==> config.mk <==
export PLATFORM = sky130hd
export DESIGN_NAME = timer16_ctc_fast_pwm
export DESIGN_NICKNAME = d
export VERILOG_FILES = /design/src/core/timer16_wave_pkg.sv /design/src/core/timer16_ctc_fast_pwm.sv
export SDC_FILE = /design/constraint.sdc
export NUM_CORES = 1
export LEC_CHECK = 0
export ABC_AREA = 1
export BUFFER_PORTS_ARGS = -buffer_cell sky130_fd_sc_hd__clkbuf_2
export CAP_MARGIN = 30
export CORE_MARGIN = 1
export CORE_UTILIZATION = 60
export CTS_BUF_LIST = sky130_fd_sc_hd__clkbuf_8
export CTS_CLUSTER_DIAMETER = 100
export DETAILED_ROUTE_END_ITERATION = 6
export PLACE_DENSITY = 0.94
export SLEW_MARGIN = 20
export SYNTH_ARGS = -nofsm -noshare
export SYNTH_HDL_FRONTEND = slang
export SYNTH_SLANG_ARGS = --single-unit
==> constraint.sdc <==
create_clock -name clk -period 3.5 [get_ports clk]
set_input_delay 0.7 -clock clk [delete_from_list [all_inputs] [get_ports clk]]
set_output_delay 0.7 -clock clk [all_outputs]
set_load 0.05 [all_outputs]
==> src/core/timer16_wave_pkg.sv <==
package timer16_wave_pkg;
    localparam int CountWidth = 16;
    localparam int ModeWidth = 4;
    localparam int ActionWidth = 2;
    localparam logic [15:0] CountZero = 16'h0000;
    localparam logic [15:0] CountMax = 16'hffff;
    localparam logic [15:0] CountOne = 16'h0001;
    localparam logic [15:0] Top8 = 16'h00ff;
    localparam logic [15:0] Top9 = 16'h01ff;
    localparam logic [15:0] Top10 = 16'h03ff;
    localparam logic [3:0] ModeClearA = 4'h4;
    localparam logic [3:0] ModeFast8 = 4'h5;
    localparam logic [3:0] ModeFast9 = 4'h6;
    localparam logic [3:0] ModeFast10 = 4'h7;
    localparam logic [3:0] ModeClearCapture = 4'hc;
    localparam logic [3:0] ModeFastCapture = 4'he;
    localparam logic [3:0] ModeFastA = 4'hf;
    localparam logic [1:0] ActionNone = 2'h0;
    localparam logic [1:0] ActionToggle = 2'h1;
    localparam logic [1:0] ActionClear = 2'h2;
    localparam logic [1:0] ActionSet = 2'h3;

    typedef enum logic [1:0]
    {
        FamilyOther = 2'b00,
        FamilyClear = 2'b01,
        FamilyFast = 2'b11
    } family_t;

    typedef enum logic [1:0]
    {
        TopFixed = 2'b00,
        TopCompareA = 2'b01,
        TopCapture = 2'b11
    } top_source_t;
endpackage

==> src/core/timer16_ctc_fast_pwm.sv <==
`timescale 1ns/1ps
// Operation
// - modes 4 and 12 clear the count on match with compare A or capture register.
// - clear-on-match sets the flag of the TOP register when count reaches TOP on a tick not blocked by a count write.
// - clear-on-match TOP writes act at once; below count it wraps via 0xffff.
// - action 1 in clear-on-match toggles wave output A on each compare match.
// - wave output A drives the pin only while its direction bit is one.
// - toggle period is two times one plus compare A timer ticks.
// - clear-on-match sets overflow flag when count rolls from max to zero.
// - modes 5, 6, 7, 14, 15 count up from bottom to TOP, then restart.
// - fast TOP is 0xff, 0x1ff, 0x3ff, capture, or compare A; clear next tick.
// - fast action 2 clears on match, sets at bottom; action 3 the reverse.
// - a channel's match flag sets when count equals its compare value on a tick not blocked by a count write.
// - fast mode sets overflow at TOP, plus the TOP register's flag likewise.
// - fixed TOP masks compare bits above its width on every compare write.
// - capture register is unbuffered in fast mode; low writes wrap via max.
// - fast mode buffers compare A writes, loading them when count hits TOP.
// - compare zero gives one-tick spikes; compare at TOP gives a steady level.
// - fast actions 2 and 3 give an output period of TOP plus one timer ticks; action 1 gives twice that.
// - fast action 1 toggles output A on match, using buffered compare A.
// - action zero leaves the wave output state unchanged on matches.
// - any nonzero action replaces the port output value with the wave state.
// - a count write blocks compare matches in the next timer tick.
module timer16_ctc_fast_pwm
    import timer16_wave_pkg::*;
(
    input wire logic clk,
    input wire logic rst,
    input wire logic clkEnable,
    input wire logic timerTick,
    input wire logic [ModeWidth-1:0] waveformModeSelect,
    input wire logic [ActionWidth-1:0] outputActionSelectA,
    input wire logic [ActionWidth-1:0] outputActionSelectB,
    input wire logic countWrite,
    input wire logic [CountWidth-1:0] countWriteData,
    input wire logic compareAWrite,
    input wire logic compareBWrite,
    input wire logic [CountWidth-1:0] compareWriteData,
    input wire logic captureWrite,
    input wire logic [CountWidth-1:0] captureWriteData,
    input wire logic pinDirectionA,
    input wire logic pinDirectionB,
    input wire logic portValueA,
    input wire logic portValueB,
    output logic [CountWidth-1:0] countValue,
    output logic [CountWidth-1:0] compareAValue,
    output logic [CountWidth-1:0] compareBValue,
    output logic [CountWidth-1:0] captureTopValue,
    output logic overflowEvent,
    output logic compareAMatchEvent,
    output logic compareBMatchEvent,
    output logic captureEvent,
    output logic waveOutA,
    output logic waveOutB,
    output logic pinOutA,
    output logic pinOutB,
    output logic pinOutEnableALow,
    output logic pinOutEnableBLow,
    output logic blockActive
);
    import timer16_wave_pkg::*;

    // all state in one register so the enable freezes it in one place
    typedef struct packed {
        logic [15:0] count;
        logic [15:0] cmpA;
        logic [15:0] cmpABuf;
        logic [15:0] cmpB;
        logic [15:0] capture;
        logic blockMatch;
        logic ovf;
        logic matchA;
        logic matchB;
        logic capFlag;
        logic waveA;
        logic waveB;
    } state_t;

    state_t s_q;
    state_t s_d;

    // mode decode; unknown encodings fall to the other family
    function automatic family_t familyOf(input logic [3:0] mode);
        if (mode == ModeClearA || mode == ModeClearCapture)
            return FamilyClear;
        else if (mode == ModeFast8 || mode == ModeFast9
                 || mode == ModeFast10 || mode == ModeFastCapture
                 || mode == ModeFastA)
            return FamilyFast;
        else
            return FamilyOther;
    endfunction

    // which register, if any, defines TOP
    function automatic top_source_t topSourceOf(input logic [3:0] mode);
        if (mode == ModeClearA || mode == ModeFastA)
            return TopCompareA;
        else if (mode == ModeClearCapture || mode == ModeFastCapture)
            return TopCapture;
        else
            return TopFixed;
    endfunction

    // fixed TOP of the 8, 9 and 10 bit fast modes
    function automatic logic [15:0] fixedTopOf(input logic [3:0] mode);
        if (mode == ModeFast8)
            return Top8;
        else if (mode == ModeFast9)
            return Top9;
        else if (mode == ModeFast10)
            return Top10;
        else
            return CountMax;
    endfunction

    // equality is ignored for one tick after a count write
    function automatic logic matchOf(input logic [15:0] cnt,
                                     input logic [15:0] cmp,
                                     input logic blocked);
        return (cnt == cmp) && !blocked;
    endfunction

    function automatic logic [15:0] topOf(input top_source_t src,
                                          input logic [15:0] cmpA,
                                          input logic [15:0] cap,
                                          input logic [15:0] fixedTop);
        if (src == TopCompareA)
            return cmpA;
        else if (src == TopCapture)
            return cap;
        else
            return fixedTop;
    endfunction

    // fixed TOP modes drop compare bits above the TOP width on every write
    function automatic logic [15:0] maskCompare(input logic [15:0] data,
                                                input family_t fam,
                                                input top_source_t src,
                                                input logic [15:0] top);
        if (fam == FamilyFast && src == TopFixed)
            return data & top;
        else
            return data;
    endfunction

    // clear-on-match action for one channel at a compare match
    function automatic logic clearWave(input logic cur,
                                       input logic [1:0] act,
                                       input logic match);
        logic r;
        r = cur;
        if (match)
        begin
            if (act == ActionToggle)
                r = ~cur;
            else if (act == ActionClear)
                r = 1'b0;
            else if (act == ActionSet)
                r = 1'b1;
        end
        return r;
    endfunction

    // a nonzero action hands the pin to the wave state; direction stays apart
    function automatic logic pinSource(input logic [1:0] act,
                                       input logic wave,
                                       input logic port);
        if (act != ActionNone)
            return wave;
        else
            return port;
    endfunction

    // fast-mode waveform action for one channel at match or at bottom
    function automatic logic fastWave(input logic cur,
                                      input logic [1:0] act,
                                      input logic match,
                                      input logic bottom,
                                      input logic toggleOk);
        logic r;
        r = cur;
        if (act == ActionToggle && toggleOk && match)
            r = ~cur;
        else if (act == ActionClear)
        begin
            if (match)
                r = 1'b0;
            else if (bottom)
                r = 1'b1;
        end
        else if (act == ActionSet)
        begin
            if (match)
                r = 1'b1;
            else if (bottom)
                r = 1'b0;
        end
        return r;
    endfunction

    family_t family;
    top_source_t topSrc;
    logic [15:0] topValue;
    logic [15:0] fixedTop;
    logic atTop;
    logic hitA;
    logic hitB;
    logic atMax;
    logic capHit;
    logic tickLive;

    // decode of the mode and the compare results of the present count
    always_comb
    begin
        family = familyOf(waveformModeSelect);
        topSrc = topSourceOf(waveformModeSelect);
        fixedTop = fixedTopOf(waveformModeSelect);
        // register TOP is read live, so a low write is passed until the wrap
        topValue = topOf(topSrc, s_q.cmpA, s_q.capture,
                         fixedTop);
        atTop = (s_q.count == topValue);
        atMax = (s_q.count == CountMax);
        // a count write blocks matches on the following tick
        hitA = matchOf(s_q.count, s_q.cmpA, s_q.blockMatch);
        hitB = matchOf(s_q.count, s_q.cmpB, s_q.blockMatch);
        // the capture TOP flag is blocked like a compare match
        capHit = (topSrc == TopCapture) && atTop && !s_q.blockMatch;
        // other modes belong to other logic and ignore the timer tick
        tickLive = timerTick && (family != FamilyOther);
    end

    always_comb
    begin
        logic topEvent;
        logic [15:0] maskedCmp;
        topEvent = 1'b0;
        maskedCmp = maskCompare(compareWriteData, family, topSrc,
                                fixedTop);
        s_d = s_q;

        // event strobes last one cycle; sticky flags live with the registers
        s_d.ovf = 1'b0;
        s_d.matchA = 1'b0;
        s_d.matchB = 1'b0;
        s_d.capFlag = 1'b0;

        if (tickLive)
        begin
            s_d.blockMatch = 1'b0;
            // a blocked tick also skips the clear when compare A is TOP
            topEvent = atTop && !(topSrc == TopCompareA && s_q.blockMatch);
            if (capHit)
                s_d.capFlag = 1'b1;
            s_d.matchA = hitA;
            s_d.matchB = hitB;
            if (family == FamilyClear)
            begin
                // TOP is live: a value below count is passed and wraps
                if (topEvent)
                    s_d.count = CountZero;
                else
                    s_d.count = s_q.count + CountOne;
                // overflow marks the roll from max, not the clear at TOP
                s_d.ovf = atMax;
                s_d.waveA = clearWave(s_q.waveA, outputActionSelectA,
                                      hitA);
                s_d.waveB = clearWave(s_q.waveB, outputActionSelectB,
                                      hitB);
            end
            else
            begin
                // compare A takes its buffered value at TOP, with the clear
                if (topEvent)
                begin
                    s_d.count = CountZero;
                    s_d.ovf = 1'b1;
                    s_d.cmpA = s_q.cmpABuf;
                end
                else
                begin
                    s_d.count = s_q.count + CountOne;
                end
                // match wins over bottom so compare at TOP gives a steady level
                s_d.waveA = fastWave(s_q.waveA, outputActionSelectA, hitA,
                                     topEvent, 1'b1);
                // channel B has no toggle action in fast mode
                s_d.waveB = fastWave(s_q.waveB, outputActionSelectB, hitB,
                                     topEvent, 1'b0);
            end
        end

        // writes come last so a same-cycle write beats the tick
        if (countWrite)
        begin
            s_d.count = countWriteData;
            s_d.blockMatch = 1'b1;
        end
        if (compareAWrite)
        begin
            s_d.cmpABuf = maskedCmp;
            if (family != FamilyFast)
                s_d.cmpA = maskedCmp;
        end
        if (compareBWrite)
        begin
            s_d.cmpB = maskedCmp;
        end
        if (captureWrite)
        begin
            s_d.capture = captureWriteData;
        end
    end

    // a low enable freezes every bit of state, strobes included
    always_ff @(posedge clk)
    begin
        if (rst)
            s_q <= '0;
        else if (clkEnable)
            s_q <= s_d;
        else
            s_q <= s_q;
    end

    always_comb
    begin
        countValue = s_q.count;
        compareAValue = s_q.cmpA;
        compareBValue = s_q.cmpB;
        captureTopValue = s_q.capture;
        overflowEvent = s_q.ovf;
        compareAMatchEvent = s_q.matchA;
        compareBMatchEvent = s_q.matchB;
        captureEvent = s_q.capFlag;
        waveOutA = s_q.waveA;
        waveOutB = s_q.waveB;
        blockActive = (family != FamilyOther);
        pinOutA = pinSource(outputActionSelectA, s_q.waveA, portValueA);
        pinOutB = pinSource(outputActionSelectB, s_q.waveB, portValueB);
        // enable is low while the pin is driven
        pinOutEnableALow = ~pinDirectionA;
        pinOutEnableBLow = ~pinDirectionB;
    end
endmodule // timer16_ctc_fast_pwm

==> flow_metrics.tcl <==
set metrics [dict create \
    status "finished clean" \
    cp_cell_sequence "clkbuf_2 -> inv_1 -> nand2_1 -> nor2_1 -> inv_1 -> nand2_1 -> nand2_1 -> nor2_2 -> inv_1 -> nand2_1 -> nand3_1 -> xor2_1 -> nand2_1 -> a21oi_1" \
    die_h_um 100.6 \
    root_buffer "clkbuf_8" \
    postCtsResizedCells 0 \
    fmax_mhz 331.9 \
    final_common_cell "nand2_1" \
    hold_class "register to register" \
    dr_total_vias 6266 \
    critPathArrivalTime_ns 3.31 \
    antenna_left 0 \
    clkSinkCount 87 \
    grt_pass1_vias 5786 \
    p_leak_nw 3.056 \
    area_growth_pct 8.321 \
    track_usage_pct 35.26 \
    p_per_area_nw_per_um2 393.1 \
    drive_above_1_share_pct 20.95 \
    synth-edff-count 0 \
    cts_buffer_depth 2 \
    synth_area_leaders "dfxtp_1, nand2_1, buf_4" \
    drc 0 \
    cts_tree "yes" \
    critPathRequiredTime_ns 3.79 \
    max_stage_delay_ns 0.46 \
    yosys_warnings 0 \
    layout_common_cells "nand2_1, clkbuf_2, inv_1" \
    wirelength_um 17220 \
    die_x_um 100.6 \
    fp-row-count 35 \
    rsz0062_at_grt "false" \
    power.total_mw 2.485 \
    clkLatencyLatePin_ns 0.37 \
    finalHoldViolations 0 \
    holdBufCountCts 0 \
    synth_seq_cells 87 \
    post-route-min-period_ns 3.013 \
    finalNetCount 1057 \
    crit_top_cell "nand2_1" \
    routabilityCongestion 0.9676 \
    synthCells 922 \
    grt_pass1_wl_um 27790 \
    holdWs_ns 0.4709 \
    core_region_area_sq_um 9328 \
    ys_seq_area_share_pct 29.85 \
    die-area_sq_um 10120 \
    grt_antenna_before_repair 0 \
    vdd_drop_max_v 0.0002891 \
    via_per_inst 5.585 \
    synthFlopType "dfxtp_1" \
    clk_pin_slew_ns 0.09 \
    cts_made_buffers 9 \
    setup_viol 0 \
    yosysTopAreaCell "dfxtp_1" \
    firstDrtPassIters 5 \
    cp_top_family "simple AND/OR/NAND/NOR gates" \
    synth.avg_cell_area_sq_um 6.328 \
    synth_cell_types 42 \
    cpMaxStageDelayCell "nor2_1" \
    synth_nets 991 \
    antenna_cells 0 \
    dp_hpwl_um 13100 \
    cap_violations 0 \
    finalCritPeriodShare_pct 86.08 \
    max_slew_margin_pct 51.00 \
    io_pins 143 \
    num-fill-cells 878 \
    fin_skew_ns 0.01416 \
    wl_per_cell_um 15.34 \
    grt-ovfl-total 0 \
    htreeDepth 3 \
    synth_top_area_share_pct 29.85 \
    worst_slew_pin_slew_ns 0.7342 \
    grt_max_degree 49 \
    critPathKind "input port to register" \
    crit_buf_inv 4 \
    postCtsSetupBuffers 0 \
    crit_path_start_kind "input port" \
    cp_max_fo 16 \
    port_buffers 142 \
    async_flop_share_pct 0 \
    drt_iter0_drc 532 \
    syn-cell-area_sq_um 5834 \
    setup.worst_path.end_class "register" \
    tns_ns 0 \
    start_util_pct 62.55 \
    report.final.slew_viol_count 0 \
]
==> per-layer routing <==
metal / vias up / track usage (%) / wire length [um]
li1: 3044 / - / -
met1: 2819 / 44.79 / 7003
met2: 356 / 58.22 / 8010
met3: 47 / 7.143 / 1616
met4: 0 / 14.83 / 586
met5: - / 0 / 0
==> synth_stat cells (9+ instances only) <==
cell type	number
nor2_1	89
buf_4	66
clkbuf_1	21
dfxtp_1	87
nand2_2	13
xor2_1	16
nand4_1	26
a21oi_1	81
nand3_1	54
nor3_1	10
nor2_2	9
inv_1	109
o21ai_0	80
nand2_1	207
==> path summary, 6_finish.rpt <==
check                                                start  slack (ns)                     endpoint  depth (start not counted)
worst max-delay path                 waveformModeSelect[0]        0.49  countValue[10]$_SDFFE_PP0P_                         14
worst min-delay path             captureEvent$_SDFFE_PP0P_        0.47    captureEvent$_SDFFE_PP0P_                          2
worst max register to register  countValue[0]$_SDFFE_PP0P_        1.02   overflowEvent$_SDFFE_PP0P_                         15
worst min register to register   captureEvent$_SDFFE_PP0P_        0.47    captureEvent$_SDFFE_PP0P_                          2
==> power breakdown <==
group / switching [mW] / internal (mW)
Combinational: 0.474 / 0.191
Clock: 0.421 / 0.275
Sequential: 0.0754 / 1.05
Total: 0.971 / 1.51
==> final cells by class <==
class                      instances  area [sq um]  area share [%]
clock inverter                     7         61.31          0.9701
clock buffer                       9         123.9           1.960
timing repair buffer             153         793.3           12.55
sequential                        87          1742           27.56
inverter                         114         427.9           6.771
multi-input combinational        623          3010           47.63
tap                              129         161.4           2.554
==> registers in the layout, summed over array words and instances (netlist names) <==
name	flops
s_q	17
waveOutB	1
compareAValue	16
compareBValue	16
overflowEvent	1
waveOutA	1
countValue	16
captureTopValue	16
compareAMatchEvent	1
captureEvent	1
compareBMatchEvent	1
==> tightest hold or removal path, stage by stage (launching register included) <==
cell and delay (ns):
dfxtp_1 0.32, nand2_1 0.06, a21oi_1 0.06
==> cells by family (layout without fill, tap and decap cells) <==
logic type	count (synthesis)	after routing	synth area share, %
simple gates	421	421	31.89
fa+ha+maj	1	1	0.2144
xor+xnor	21	21	3.152
flops	87	87	29.85
mux	1	1	0.1930
compound gates	179	179	16.15
buf+inv	212	283	18.55
==> per-stage QoR <==
step,cell area (sq um),setup slack [ns],util (%),std cells
6_report,6320,0.4872,67.75,1122
5_1_grt,6320,0.2355,67.75,1122
4_1_cts,6320,0.5871,67.75,1122
3_5_place_dp,6135,0.2092,65.77,1106
3_3_place_gp,6135,0.3207,65.77,1106
2_1_floorplan,5834,0.8400,-,922
(Power assumes the default switching activity.)
